[config.mk]
export PLATFORM = sky130hd
export DESIGN_NAME = dst_core
export DESIGN_NICKNAME = d
export VERILOG_FILES = /design/src/logic/dst_pkg.sv /design/src/logic/dst_core.sv
export SDC_FILE = /design/constraint.sdc
export NUM_CORES = 2
export LEC_CHECK = 0
export BUFFER_PORTS_ARGS = -buffer_cell sky130_fd_sc_hd__buf_2
export CORE_UTILIZATION = 48
export CTS_CLUSTER_SIZE = 24
export DETAILED_ROUTE_END_ITERATION = 6
export GPL_ROUTABILITY_DRIVEN = 0
export PLACE_DENSITY = 0.76
export SETUP_SLACK_MARGIN = 0.1
export SYNTH_ARGS = -nofsm -noshare
export SYNTH_HDL_FRONTEND = slang
export SYNTH_SLANG_ARGS = --single-unit
[constraint.sdc]
create_clock -name clk_i -period 68.7 [get_ports clk_i]
set_clock_uncertainty 0.05 [all_clocks]
set_input_delay 3.435 -clock clk_i [delete_from_list [all_inputs] [get_ports clk_i]]
set_output_delay 3.435 -clock clk_i [all_outputs]
set_load 0.01 [all_outputs]
[src/logic/dst_pkg.sv]
package dst_pkg;

  // ==========================================================================
  // Timing
  // ==========================================================================
  localparam int unsigned CLK_MHZ = 100;
  localparam int unsigned SAMPLE_MHZ = 27;
  localparam int unsigned LINE_CLOCKS = 864;
  localparam int unsigned NOSYNC_HOLD_LINES = 2040;
  localparam int unsigned XTAL_EXIT_CYCLES = 32;
  localparam int unsigned LLC_EXIT_CYCLES = 42;
  localparam int unsigned HD_DUTY_PCT = 45;
  localparam int unsigned HD_HIGH_CLOCKS = (LINE_CLOCKS * HD_DUTY_PCT) / 100;
  localparam logic [6:0] SMP_STEP = 7'(SAMPLE_MHZ);
  localparam logic [6:0] SMP_MOD = 7'(CLK_MHZ);

  // ==========================================================================
  // Loop and vertical window
  // ==========================================================================
  localparam logic [31:0] NOM_BASE = 32'h1147AE14;
  localparam logic [31:0] NOM_STEP = 32'h00161E4F;
  localparam logic [4:0] NOM_CODE_RST = 5'h10;
  localparam logic [31:0] DTO_MASK_1F = 32'h7FFFFFFF;
  localparam logic [31:0] DTO_MASK_2F = 32'h3FFFFFFF;
  localparam int unsigned TRACK_PERMILLE = 45;
  localparam int unsigned PERMILLE_DEN = 1000;
  localparam logic [4:0] KP_TV = 5'h0A;
  localparam logic [4:0] KP_TAPE = 5'h0C;
  localparam logic [4:0] KI_TV = 5'h04;
  localparam logic [4:0] KI_TAPE = 5'h06;
  localparam logic [10:0] LOCK_TOL = 11'h004;
  localparam logic [3:0] LOCK_LINES = 4'h8;
  localparam logic [1:0] VCHECKS = 2'h3;
  localparam logic [2:0] VHYST = 3'h4;
  localparam logic [9:0] SELF_MIN_LINES = 10'h0C0;
  localparam logic [9:0] SELF_MAX_LINES = 10'h2A8;

  // ==========================================================================
  // Register map
  // ==========================================================================
  localparam logic [7:0] A_CTRL = 8'h00;
  localparam logic [7:0] A_PHASE = 8'h04;
  localparam logic [7:0] A_VWIN = 8'h08;
  localparam logic [7:0] A_WAVE = 8'h0C;
  localparam logic [7:0] A_STATUS = 8'h10;
  localparam int unsigned ST_POR_BIT = 1;
  localparam logic [9:0] PHASE_RST = 10'h000;
  localparam logic [7:0] WAVE_BASE_RST = 8'h80;
  localparam logic [7:0] WAVE_GAIN_RST = 8'h00;

  // ==========================================================================
  // Types
  // ==========================================================================
  typedef struct packed {
    logic cyc;
    logic stb;
    logic we;
    logic [7:0] adr;
    logic [3:0] sel;
    logic [31:0] dat;
  } dst_wb_req_type;

  typedef struct packed {
    logic ack;
    logic [31:0] dat;
  } dst_wb_rsp_type;

  typedef enum logic [1:0] {PH_XTAL, PH_LINE, PH_RUN, PH_STANDBY_BIT} dst_phase_type;

  typedef struct packed {
    logic standby_bit;
    logic no_self_adapt;
    logic generator_mode;
    logic tape_source_filter;
    logic line_rate_bit;
    logic [4:0] nominal_increment;
  } dst_ctrl_type;

  typedef struct packed {
    dst_ctrl_type ctrl;
    logic [9:0] phase_adj;
    logic [9:0] vmin;
    logic [9:0] vmax;
    logic [7:0] wave_base;
    logic [7:0] wave_gain;
    dst_phase_type ph;
    logic [5:0] rcnt;
    logic warm;
    logic power_on_flag;
    logic [6:0] smp_acc;
    logic [31:0] timing_oscillator;
    logic [31:0] inc;
    logic signed [19:0] integ;
    logic ext_prev;
    logic [9:0] pix;
    logic [5:0] sync_hi;
    logic [5:0] sync_lo;
    logic sync_lvl;
    logic [10:0] nosync;
    logic [3:0] lock_cnt;
    logic lock_flag;
    logic vs_prev;
    logic [10:0] vcnt;
    logic [10:0] vper;
    logic [1:0] vchk;
    logic [2:0] vmiss;
    logic vint;
    logic [15:0] prod;
    logic [9:0] dac;
    logic hd;
    logic [9:0] hd_cnt;
    logic llc_tick;
    logic int_hpulse;
    logic vsync_out;
    logic refs_en;
    dst_wb_rsp_type wb;
  } dst_state_type;

  function automatic dst_state_type dst_reset_state();
    dst_state_type s;
    s = '0;
    s.ctrl.nominal_increment = NOM_CODE_RST;
    s.phase_adj = PHASE_RST;
    s.vmin = SELF_MIN_LINES;
    s.vmax = SELF_MAX_LINES;
    s.wave_base = WAVE_BASE_RST;
    s.wave_gain = WAVE_GAIN_RST;
    s.ph = PH_XTAL;
    s.power_on_flag = 1'b1;
    s.inc = NOM_BASE;
    s.sync_hi = 6'h20;
    s.sync_lo = 6'h20;
    s.refs_en = 1'b1;
    return s;
  endfunction

endpackage

[src/logic/dst_core.sv]
// Local design decisions: the address map and register access over Wishbone.
`timescale 1ns/10ps
// Functional notes
// - Line clock locks to horizontal sync with exactly 864 clocks per line.
// - Sync sampled as 6-bit values at 27 MHz; high, low, threshold derived.
// - PI filter turns phase error into increment; tape or broadcast gains.
// - Five-bit field sets nominal oscillator frequency.
// - Generator mode runs loop open at nominal increment only.
// - Oscillator rate follows increment; multiplied by 2 or 4 per line rate.
// - Without sync, hold frequency 2040 lines, then return to nominal.
// - Readable lock flag reports loop lock.
// - Internal horizontal pulse phase programmable across one whole line.
// - Vertical sync accepted after minimum lines; artificial one after maximum.
// - Stored field length drives internal flywheel after consistency checks.
// - Mismatch reverts to external vertical sync after field hysteresis.
// - Pipelined processor computes output value from controls and beam current.
// - Full reset: line drive low, bus off, registers default, processor idle.
// - Full reset sets power-on flag; standby keeps it.
// - Standby: drive active, bus ready, scan registers reset, control kept.
// - Leave full reset after 32 crystal plus 42 line clocks; standby 42.
// - Self-adapt accepts 192 to 680 lines per field when enabled.
// - Loop tracks line rates within 4.5 percent of nominal.
// - Rate pin selects 1F/2F unless source select hands choice to register.
module dst_core #(
  parameter int unsigned LINE_CLOCKS = dst_pkg::LINE_CLOCKS,
  parameter int unsigned NOSYNC_HOLD_LINES = dst_pkg::NOSYNC_HOLD_LINES
) (
  input wire logic clk_i,
  input wire logic rst_i,
  input wire dst_pkg::dst_wb_req_type wb_req_i,
  output dst_pkg::dst_wb_rsp_type wb_rsp_o,
  input wire logic reset_pin_n_i,
  input wire logic [5:0] sync_sample_i,
  input wire logic vsync_i,
  input wire logic ext_clock_select_i,
  input wire logic ext_clock_in_i,
  input wire logic line_rate_pin_i,
  input wire logic line_rate_source_sel_i,
  input wire logic [7:0] beam_current_i,
  output logic line_locked_clock_o,
  output logic int_hpulse_o,
  output logic line_drive_out_o,
  output logic vsync_out_o,
  output logic lock_flag_o,
  output logic refs_enable_o,
  output logic [9:0] dac_o
);
  import dst_pkg::*;

  // ==========================================================================
  // Elaboration checks
  // ==========================================================================
  if (LINE_CLOCKS < 16 || LINE_CLOCKS > 1024) begin : g_chk_line
    $error("LINE_CLOCKS must fit the 10-bit line position counter");
  end
  if (NOSYNC_HOLD_LINES < 2 || NOSYNC_HOLD_LINES > 2047) begin : g_chk_hold
    $error("NOSYNC_HOLD_LINES must fit the 11-bit loss counter");
  end

  localparam logic [9:0] PIX_LAST = 10'(LINE_CLOCKS - 1);
  localparam logic [9:0] PIX_HALF = 10'(LINE_CLOCKS / 2);
  localparam logic [10:0] PIX_SPAN = 11'(LINE_CLOCKS);
  localparam logic [10:0] HOLD_LAST = 11'(NOSYNC_HOLD_LINES - 1);
  localparam logic [10:0] HOLD_DONE = 11'(NOSYNC_HOLD_LINES);
  localparam logic [5:0] XTAL_LAST = 6'(XTAL_EXIT_CYCLES - 1);
  localparam logic [5:0] LLC_LAST = 6'(LLC_EXIT_CYCLES - 1);
  localparam logic [9:0] HD_LAST = 10'(HD_HIGH_CLOCKS - 1);

  // ==========================================================================
  // Helpers
  // ==========================================================================
  function automatic logic [31:0] nom_inc(input logic [4:0] code);
    logic signed [33:0] t;
    t = $signed({29'h0, code}) - $signed({29'h0, NOM_CODE_RST});
    return 32'($signed({2'h0, NOM_BASE}) + t * $signed({2'h0, NOM_STEP}));
  endfunction

  // Carry out of the masked field gives 2 or 4 line clocks per oscillator period
  function automatic logic dto_carry(input logic [31:0] acc, input logic [31:0] inc,
                                     input logic rate2);
    logic [31:0] m;
    logic [32:0] s;
    m = rate2 ? DTO_MASK_2F : DTO_MASK_1F;
    s = {1'b0, acc & m} + {1'b0, inc & m};
    return rate2 ? s[30] : s[31];
  endfunction

  function automatic logic [31:0] lane_mask(input logic [3:0] sel);
    return {{8{sel[3]}}, {8{sel[2]}}, {8{sel[1]}}, {8{sel[0]}}};
  endfunction

  // ==========================================================================
  // State
  // ==========================================================================
  dst_state_type q;
  dst_state_type d;

  logic rate2;
  logic ext_mode;
  logic tick;
  logic line_start;
  logic s_en;
  logic new_lvl;
  logic sync_rise;
  logic vs_rise;
  logic ext_ev;
  logic bus_ok;
  logic drive_ok;
  logic [5:0] thr;
  logic [31:0] nom;
  logic [9:0] vmin_eff;
  logic [9:0] vmax_eff;
  logic signed [10:0] err;
  logic signed [20:0] isum;
  logic signed [19:0] integ_n;
  logic signed [33:0] corr;
  logic signed [33:0] lim;
  logic [4:0] kp;
  logic [4:0] ki;
  logic [31:0] rd_val;
  logic [31:0] wmask;
  logic [31:0] wval;
  logic [10:0] dac_raw;

  always_comb begin
    d = q;
    rate2 = line_rate_source_sel_i ? q.ctrl.line_rate_bit : line_rate_pin_i;
    ext_mode = ext_clock_select_i;
    nom = nom_inc(q.ctrl.nominal_increment);
    thr = 6'((7'(q.sync_hi) + 7'(q.sync_lo)) >> 1);
    vmin_eff = q.ctrl.no_self_adapt ? q.vmin : SELF_MIN_LINES;
    vmax_eff = q.ctrl.no_self_adapt ? q.vmax : SELF_MAX_LINES;
    kp = q.ctrl.tape_source_filter ? KP_TAPE : KP_TV;
    ki = q.ctrl.tape_source_filter ? KI_TAPE : KI_TV;
    bus_ok = (q.ph == PH_RUN) || (q.ph == PH_STANDBY_BIT) || q.warm;
    drive_ok = bus_ok;
    rd_val = 32'h0;
    wmask = lane_mask(wb_req_i.sel);
    wval = 32'h0;
    err = '0;
    isum = '0;
    integ_n = q.integ;
    corr = '0;
    lim = $signed(34'((64'(nom) * 64'(TRACK_PERMILLE)) / 64'(PERMILLE_DEN)));
    dac_raw = '0;
    d.llc_tick = 1'b0;
    d.int_hpulse = 1'b0;
    d.vsync_out = 1'b0;
    d.wb.ack = 1'b0;

    // ========================================================================
    // Oscillator and line position
    // ========================================================================
    d.ext_prev = ext_clock_in_i;
    d.timing_oscillator = q.timing_oscillator + q.inc;
    tick = ext_mode ? (ext_clock_in_i & ~q.ext_prev) : dto_carry(q.timing_oscillator, q.inc, rate2);
    line_start = tick && (q.pix == PIX_LAST);
    if (tick) begin
      d.llc_tick = 1'b1;
      d.pix = line_start ? 10'h000 : q.pix + 10'h001;
      d.int_hpulse = (q.pix == q.phase_adj);
    end

    // ========================================================================
    // Sync slicer
    // ========================================================================
    s_en = (q.smp_acc + SMP_STEP) >= SMP_MOD;
    d.smp_acc = s_en ? q.smp_acc + SMP_STEP - SMP_MOD : q.smp_acc + SMP_STEP;
    new_lvl = q.sync_lvl;
    if (s_en) begin
      new_lvl = ext_mode ? sync_sample_i[5] : (sync_sample_i > thr);
      if (sync_sample_i > q.sync_hi) begin
        d.sync_hi = sync_sample_i;
      end
      if (sync_sample_i < q.sync_lo) begin
        d.sync_lo = sync_sample_i;
      end
    end
    // Slow leak lets the levels follow a falling signal amplitude
    if (line_start && (7'(q.sync_hi) > 7'(q.sync_lo) + 7'h02)) begin
      d.sync_hi = q.sync_hi - 6'h01;
      d.sync_lo = q.sync_lo + 6'h01;
    end
    d.sync_lvl = new_lvl;
    sync_rise = new_lvl && !q.sync_lvl;

    // ========================================================================
    // Loop filter
    // ========================================================================
    if (q.pix >= PIX_HALF) begin
      err = $signed(11'({1'b0, q.pix}) - PIX_SPAN);
    end else begin
      err = $signed(11'({1'b0, q.pix}));
    end
    if (q.ctrl.generator_mode) begin
      d.integ = '0;
      d.inc = nom;
      d.nosync = '0;
      d.lock_cnt = '0;
      d.lock_flag = 1'b0;
    end else if (sync_rise) begin
      isum = 21'(q.integ) + 21'(err);
      if (isum > 21'sh07FFFF) begin
        integ_n = 20'sh7FFFF;
      end else if (isum < -21'sh080000) begin
        integ_n = -20'sh80000;
      end else begin
        integ_n = 20'(isum);
      end
      corr = (34'(err) <<< kp) + (34'(integ_n) <<< ki);
      if (corr > lim) begin
        corr = lim;
      end else if (corr < -lim) begin
        corr = -lim;
      end
      d.integ = integ_n;
      d.inc = 32'($signed({2'h0, nom}) - corr);
      d.nosync = '0;
      if ((err <= $signed(LOCK_TOL)) && (err >= -$signed(LOCK_TOL))) begin
        d.lock_cnt = (q.lock_cnt == LOCK_LINES) ? q.lock_cnt : q.lock_cnt + 4'h1;
        d.lock_flag = (q.lock_cnt >= LOCK_LINES - 4'h1);
      end else begin
        d.lock_cnt = '0;
        d.lock_flag = 1'b0;
      end
    end else if (line_start) begin
      if (q.nosync == HOLD_LAST) begin
        d.nosync = HOLD_DONE;
        d.integ = '0;
        d.inc = nom;
        d.lock_cnt = '0;
        d.lock_flag = 1'b0;
      end else if (q.nosync < HOLD_DONE) begin
        d.nosync = q.nosync + 11'h001;
      end
    end
    // Once sync is lost for good, follow a changed nominal field at once
    if (!q.ctrl.generator_mode && !sync_rise && q.nosync == HOLD_DONE) begin
      d.inc = nom;
    end

    // ========================================================================
    // Vertical window and flywheel
    // ========================================================================
    d.vs_prev = vsync_i;
    vs_rise = vsync_i && !q.vs_prev;
    ext_ev = vs_rise && (q.vcnt >= 11'(vmin_eff));
    if (!q.vint) begin
      if (ext_ev) begin
        d.vsync_out = 1'b1;
        d.vcnt = '0;
        d.vper = q.vcnt;
        if (q.vcnt == q.vper) begin
          d.vchk = (q.vchk == VCHECKS - 2'h1) ? '0 : q.vchk + 2'h1;
          d.vint = (q.vchk == VCHECKS - 2'h1);
        end else begin
          d.vchk = '0;
        end
      end else if (line_start) begin
        if (q.vcnt + 11'h001 >= 11'(vmax_eff)) begin
          d.vsync_out = 1'b1;
          d.vcnt = '0;
          d.vchk = '0;
        end else begin
          d.vcnt = q.vcnt + 11'h001;
        end
      end
    end else begin
      if (line_start) begin
        if (q.vcnt + 11'h001 >= q.vper) begin
          d.vsync_out = 1'b1;
          d.vcnt = '0;
        end else begin
          d.vcnt = q.vcnt + 11'h001;
        end
      end
      if (vs_rise) begin
        if (q.vcnt == 11'h000) begin
          d.vmiss = '0;
        end else if (q.vmiss == VHYST - 3'h1) begin
          d.vmiss = '0;
          d.vint = 1'b0;
          d.vchk = '0;
        end else begin
          d.vmiss = q.vmiss + 3'h1;
        end
      end
    end

    // ========================================================================
    // Output processor
    // ========================================================================
    // Two stages: product, then offset and clamp; idle outside normal running
    if (q.ph == PH_RUN) begin
      d.prod = 16'(q.wave_gain) * 16'(beam_current_i);
      dac_raw = 11'({q.wave_base, 2'h0}) - 11'(q.prod[15:6]);
      d.dac = dac_raw[10] ? 10'h000 : dac_raw[9:0];
    end else begin
      d.prod = '0;
      d.dac = '0;
    end

    // ========================================================================
    // Line drive
    // ========================================================================
    if (!drive_ok) begin
      d.hd = 1'b0;
      d.hd_cnt = '0;
    end else if (tick && (q.pix == q.phase_adj)) begin
      d.hd = 1'b1;
      d.hd_cnt = '0;
    end else if (tick && q.hd) begin
      d.hd_cnt = q.hd_cnt + 10'h001;
      d.hd = (q.hd_cnt != HD_LAST);
    end

    // ========================================================================
    // Register bus
    // ========================================================================
    case (wb_req_i.adr)
      A_CTRL: rd_val = {22'h0, q.ctrl};
      A_PHASE: rd_val = {22'h0, q.phase_adj};
      A_VWIN: rd_val = {6'h0, q.vmax, 6'h0, q.vmin};
      A_WAVE: rd_val = {16'h0, q.wave_gain, q.wave_base};
      A_STATUS: rd_val = {5'h0, q.vper, 11'h0, rate2, ext_mode, q.vint,
                          q.power_on_flag, q.lock_flag};
      default: rd_val = 32'h0;
    endcase
    wval = (rd_val & ~wmask) | (wb_req_i.dat & wmask);
    if (wb_req_i.cyc && wb_req_i.stb && !q.wb.ack && bus_ok) begin
      d.wb.ack = 1'b1;
      d.wb.dat = wb_req_i.we ? 32'h0 : rd_val;
      if (wb_req_i.we) begin
        case (wb_req_i.adr)
          A_CTRL: d.ctrl = dst_ctrl_type'(wval[9:0]);
          A_PHASE: d.phase_adj = wval[9:0];
          A_VWIN: begin
            d.vmin = wval[9:0];
            d.vmax = wval[25:16];
          end
          A_WAVE: begin
            d.wave_base = wval[7:0];
            d.wave_gain = wval[15:8];
          end
          A_STATUS: begin
            if (wb_req_i.dat[ST_POR_BIT] && wmask[ST_POR_BIT]) begin
              d.power_on_flag = 1'b0;
            end
          end
          default: d.wb.dat = 32'h0;
        endcase
      end
    end else if (!bus_ok) begin
      d.wb.dat = 32'h0;
    end

    // ========================================================================
    // Reset and standby sequencing
    // ========================================================================
    case (q.ph)
      PH_XTAL: begin
        d.rcnt = q.rcnt + 6'h01;
        if (q.rcnt == XTAL_LAST) begin
          d.ph = PH_LINE;
          d.rcnt = '0;
        end
      end
      PH_LINE: begin
        if (tick) begin
          d.rcnt = q.rcnt + 6'h01;
          if (q.rcnt == LLC_LAST) begin
            d.ph = PH_RUN;
            d.rcnt = '0;
            d.warm = 1'b0;
          end
        end
      end
      PH_RUN: begin
        if (q.ctrl.standby_bit) begin
          d.ph = PH_STANDBY_BIT;
          d.warm = 1'b1;
        end
      end
      PH_STANDBY_BIT: begin
        if (!q.ctrl.standby_bit) begin
          d.ph = PH_LINE;
          d.rcnt = '0;
        end
      end
      default: d.ph = PH_XTAL;
    endcase
    // Held at default for all of standby, so writes there do not stick
    if (d.ph == PH_STANDBY_BIT) begin
      d.phase_adj = PHASE_RST;
      d.vmin = SELF_MIN_LINES;
      d.vmax = SELF_MAX_LINES;
      d.wave_base = WAVE_BASE_RST;
      d.wave_gain = WAVE_GAIN_RST;
    end
    d.refs_en = (d.ph != PH_STANDBY_BIT);

    // Pin reset acts like power-on: full default, flag set, bus silent
    if (!reset_pin_n_i) begin
      d = dst_reset_state();
    end
  end

  always_ff @(posedge clk_i) begin
    if (rst_i) begin
      q <= dst_reset_state();
    end else begin
      q <= d;
    end
  end

  assign wb_rsp_o = q.wb;
  assign line_locked_clock_o = q.llc_tick;
  assign int_hpulse_o = q.int_hpulse;
  assign line_drive_out_o = q.hd;
  assign vsync_out_o = q.vsync_out;
  assign lock_flag_o = q.lock_flag;
  assign refs_enable_o = q.refs_en;
  assign dac_o = q.dac;

endmodule

======== Word level (Yosys, flattened, before mapping) ========
Cells that the tools add are included.
W data, S select, Z words.
storage, ports and cells
  output and inout port bits .............. 49
  latch bits .............................. 0
  ROM bits ................................ 0
  register bits ........................... 300
  RAM bits ................................ 0
  input bits .............................. 69
  memories ................................ 0
cells by class
  add/sub/neg operators ................... 24
  eq/ne operators ......................... 30
  div/mod/pow operators ................... 1
  shift operators ......................... 2
  multiply operators ...................... 3
  bitwise gates (word level) .............. 13
  order comparisons ....................... 17
  reductions and logical operators ........ 65
  multiplexer cells ....................... 84
operator list
  cell                      number
  $mux W32                  9
  $mux W52                  4
  $pmux W27 S5              1
  $mux W11                  11
  $mux W20                  4
  $add A32 B32 Y32          2
  $and A32 B31 Y32          2
  $div A38 B10 Y64 const B  1
  $and A26 B26 Y26          2
  $mul A32 B6 Y38 const B   1
  $add A34 B34 Y34          1
  $gt A34 B34 Y1            1
  $lt A34 B34 Y1            1
  $neg A34 Y34              1
  $sshl A11 B4 Y34          1
  $sshl A20 B3 Y34          1
  $sub A31 B32 Y32          1
  $add A30 B28 Y31 const A  1
  $mux W31                  1
  $mux W10                  3
  $mul A6 B22 Y28 const B   1
  $mux W27                  1
  $not A26 Y26              1
  $or A26 B26 Y26           1
  other kinds (78)          186

======== Longest topological paths before layout ========
  word-level depth ........................ 19
  depth in mapped cells ................... 185
  gate-level depth less buffers ........... 166

======== Worst setup path after synthesis ========
Ideal clock, no wire load.
  kind .................................... reg-to-reg
  start ................................... reg q[294] (netlist name)
  end ..................................... reg q[187] (netlist name)
  path slack .............................. 33356 ps
  data arrival time ....................... 35173 ps
  clock period less this slack ............ 35344 ps
  setup time .............................. 122 ps
  data required time ...................... 68528 ps
  cell stages (with the launch flop) ...... 168
  path through ............................ dfxtp_1 -> clkbuf_1 -> inv_1 -> ha_1 -> xnor2_1 -> xnor2_1 -> fa_1 -> inv_1 -> fa_1 -> inv_1 -> ha_1 -> a21oi_1 -> o21bai_1 -> a21oi_1 -> o21bai_1 -> a21oi_1 -> o21bai_1 -> a21oi_1 -> (+132 left out) -> o21bai_1 -> a21oi_1 -> o21bai_1 -> a21oi_1 -> o21bai_1 -> a21oi_1 -> o21bai_1 -> a21oi_1 -> o21bai_1 -> a21oi_1 -> o21bai_1 -> a21oi_1 -> o21bai_1 -> a32o_1 -> a31oi_1 -> xnor2_1 -> a21boi_1 -> o21ai_1
between the ends
  cells in the longest elaborated chain, start to end .. 15
  elaborated cells on any way between the ends .. 18
  classes of those cells .................. add/sub (4); mul (2); div (1); order compare (2); mux (9)
ends and longest elaborated chain
  element                   RTL line         source
  start: declaration        dst_core.sv:95   dst_state_type q;
  start signal: assignment  dst_core.sv:410  q <= dst_reset_state();
  $sub A5 B5 Y6 (*)         dst_core.sv:74   t = $signed({29'h0, code}) - $signed({29'h0, NOM_CODE_RST});
  $mul A6 B22 Y28 (*)       dst_core.sv:75   return 32'($signed({2'h0, NOM_BASE}) + t * $signed({2'h0, NOM_STEP}));
  $add A30 B28 Y31 (*)      dst_core.sv:75
  $mul A32 B6 Y38           dst_core.sv:144  lim = $signed(34'((64'(nom) * 64'(TRACK_PERMILLE)) / 64'(PERMILLE_DEN)));
  $div A38 B10 Y64          dst_core.sv:144
  $neg A34 Y34              dst_core.sv:214  corr = -lim;
  $lt A34 B34 Y1            dst_core.sv:213  end else if (corr < -lim) begin
  $mux W32                  dst_core.sv:213
  $mux W32                  dst_core.sv:211  if (corr > lim) begin
  $mux W32                  dst_core.sv:201  end else if (sync_rise) begin
  $mux W32                  dst_core.sv:195  if (q.ctrl.generator_mode) begin
  $sub A31 B32 Y32          dst_core.sv:217  d.inc = 32'($signed({2'h0, nom}) - corr);
  $mux W52                  dst_core.sv:201
  $mux W52                  dst_core.sv:195
  $mux W32 (*)              dst_core.sv:238  if (!q.ctrl.generator_mode && !sync_rise && q.nosync == HOLD_DONE) begin
Mark *: on every way between the ends. The rest lies on a longest branch, timed or not. The select of a mux whose other input is x is not followed.
A chain may end at the register's enable or synchronous reset.

======== Worst setup path after layout ========
  start ................................... reg q[294] (netlist name)
  end ..................................... reg q[193] (netlist name)
The elaborated chain is that of the path after synthesis.

==> results_dict.tcl <==
set metrics [dict create \
    ctsLongestPathBuffers 3 \
    min_period_over_period_pct 66.0 \
    die_area_um2 78900 \
    cts_max_level 2 \
    leakage_nw 17.1 \
    yosysTopAreaCell "dfxtp_1" \
    min_path_type "reg -> reg" \
    ys_ff_latch 287 \
    route.met2.wl_um 44300 \
    top_layer "met4" \
    yosys_warnings 0 \
    syn_area_um2 37300 \
    dr_total_vias 34300 \
    cts_tree "yes" \
    synth_ff_type "dfxtp_1" \
    drc 0 \
    die_h_um 281 \
    path_class "reg -> reg" \
    finalHoldViolations 0 \
    min_period_ns 45.31 \
    fillers 7168 \
    worst_pin_slew_ns 1.30 \
    timing.fmax_ghz 0.0221 \
    cts.sinks 287 \
    grtUsageTotal_pct 24.6 \
    cts_resized 0 \
    synth_area_per_cell_um2 7.81 \
    area_delta_synth_final_pct 5.19 \
    finalSetupTns_ns 0 \
    grt_pass1_vias 32000 \
    antenna_found_initial 0 \
    clkLatencyLatePin_ns 0.58 \
    max-vdd-ir-drop_mv 0.0203 \
    ys_async_sr_fraction_pct 0 \
    cpPeakStageDelay_ns 1.13 \
    ios 118 \
    rsz0062_at_grt "false" \
    status "finished, final reports clean" \
    cp.arrival_ns 45.69 \
    row_count 101 \
    endpoint_kind "flop" \
    critPathSlowestCell "a211oi_1" \
    p_per_area_nw_per_um2 10.3 \
    vias_per_cell 5.95 \
    synthCells 4779 \
    synth_top_area_share_pct 15.4 \
    postCtsHoldBufs 0 \
    finalPower_uw 403 \
    dr.first_iter.drc_count 3013 \
    grt_pass1_wl_um 162000 \
    synth.yosys.seq_area_share_pct 15.4 \
    post_cts_buffers 0 \
    crit_path_frequent_cell "a21oi_1" \
    diodes 0 \
    synth-edff-count 0 \
    drt-met1-wl_um 45000 \
    core_area_um2 76500 \
    synth_area_leaders "dfxtp_1 15%, ha_1 14%, xnor2_1 6.3%" \
    cap_violations 0 \
    setup_violations 0 \
    die_x_um 281 \
    grt_overflow 0 \
    nNetsFinal 5295 \
    clk_pin_slew_ns 0.06 \
    start_util_pct 48.8 \
    cts_buffers 36 \
    final_layout_size_suffix_gt1_share_pct 8.42 \
    maxSlewHeadroom_pct 13.0 \
    postRouteAntennaNets 0 \
    worst-path-max-fanout 31 \
    first_pass_iters 6 \
    met3_length_um 6150 \
    wl_per_cell_um 17.3 \
    finalMaxSlewViolations 0 \
    hpwl_um 77300 \
    start_kind "flop" \
    portBuffers 106 \
    wl_um 99700 \
    root_buffer "clkbuf_16" \
    synth_cell_types 161 \
    grt_max_degree 64 \
    cp.required_ns 69.07 \
]
[metrics by stage]
stage	worst slack, ns	util, %	instances	hold slack (ns)	instance area (um2)
final	23.39	51.4	5759	0.402	39300
after global routing	20.25	51.4	5759	0.413	39300
after CTS	24.21	51.4	5759	0.403	39300
after detailed placement	24.41	49.6	5694	0.391	37900
after global placement	25.26	49.6	5694	0.385	37900
after floorplan	33.36	-	4786	0.372	37400
[worst max-delay path: cells and delay by family (launching register included)]
family	cells	cell delay, ns
and+or+nand+nor	25	6.75
AOI/OAI and AO/OA	90	24.53
buffers and inverters	12	1.59
DFF	1	0.43
xor gates and xnor gates	10	2.63
muxes	7	3.92
adders and majority gates	13	5.11
[logic make-up after synthesis]
group / count (synthesis) / share of synthesized area (%)
AOI/OAI and AO/OA: 1265 / 23.4
muxes: 149 / 4.27
DFF: 287 / 15.4
adders and majority gates: 539 / 19.9
xor gates and xnor gates: 395 / 9.53
and+or+nand+nor: 1514 / 19.7
other: 2 / 0.0201
buffers and inverters: 628 / 7.78
[state kept, by name, summed over array words and instances (netlist names)]
signal / cells
q: 243
wb_rsp_o: 28
dac_o: 10
int_hpulse_o: 1
line_drive_out_o: 1
line_locked_clock_o: 1
lock_flag_o: 1
refs_enable_o: 1
vsync_out_o: 1
[cell usage in the layout (no fill, tap or decap), types with 39 or more instances in the layout]
cell type / instances
o211ai_1: 42
mux2_2: 39
nand2_1: 349
o21ai_0: 167
nand3_1: 91
a21o_1: 86
fa_1: 94
xor2_1: 118
xnor2_1: 267
nand4_1: 52
buf_2: 106
and2_1: 73
ha_1: 430
nor3_1: 100
nand2b_1: 39
a21oi_1: 385
nor2b_1: 58
a22oi_1: 57
and3_1: 42
nor2_1: 516
mux2i_1: 95
o21bai_1: 91
dfxtp_1: 287
a211oi_1: 39
inv_1: 360
[report_power, final]
| part | internal (mW) | switching, mW |
|---|---|---|
| clock | 0.131 | 0.0818 |
| combinational | 0.00815 | 0.0138 |
| sequential | 0.168 | 0.000745 |
| total | 0.307 | 0.0963 |
[cells in the mapped netlist, types with 10 or more instances]
library cell and number:
nor2_1 517, ha_1 430, a21oi_1 385, inv_1 360
nand2_1 349, dfxtp_1 287, xnor2_1 267, o21ai_0 167
xor2_1 118, clkbuf_1 113, nor3_1 101, mux2i_1 95
fa_1 94, nand3_1 91, o21bai_1 91, a21o_1 86
buf_4 86, and2_1 73, nor2b_1 60, a22oi_1 57
nand4_1 52, and3_1 42, o211ai_1 42, nand2b_1 40
a211oi_1 39, mux2_2 39, nor4_1 35, o21a_1 35
o21ai_1 30, or3_1 30, a31oi_1 28, buf_2 25
o31ai_1 19, or2_2 18, buf_6 16, or4_1 15
o22ai_1 14, a221oi_1 13, a2111oi_0 12, a221o_1 12
maj3_1 12, a21oi_2 11, o32ai_1 11, buf_1 10
o221ai_1 10
[worst paths after layout]
kind	from	endpoint	slack, ns	depth (start not counted)
worst max-delay path	q[294]$_SDFFE_PP1P_	q[193]$_SDFFE_PP0P_	23.39	157
worst min-delay path	q[234]$_SDFFE_PP1P_	q[234]$_SDFFE_PP1P_	0.40	2
worst max register to register	q[294]$_SDFFE_PP1P_	q[193]$_SDFFE_PP0P_	23.39	157
worst min register to register	q[234]$_SDFFE_PP1P_	q[234]$_SDFFE_PP1P_	0.40	2
[routing by layer]
| layer | global-route usage, % | up-vias |
|---|---|---|
| li1 | - | 16700 |
| met1 | 33.6 | 16200 |
| met2 | 39.6 | 1118 |
| met3 | 2.65 | 210 |
| met4 | 9.88 | 0 |
| met5 | 0 | - |
[layout make-up]
class	count	area, um2	area share [%]
repair buffers	136	756	1.92
multi-input cells	3871	28700	73.2
clock inverters	19	320	0.816
inverters	370	1420	3.60
well taps	1030	1290	3.28
clock buffers	46	998	2.54
flip-flops and latches	287	5750	14.6
(Power assumes the default switching activity.)
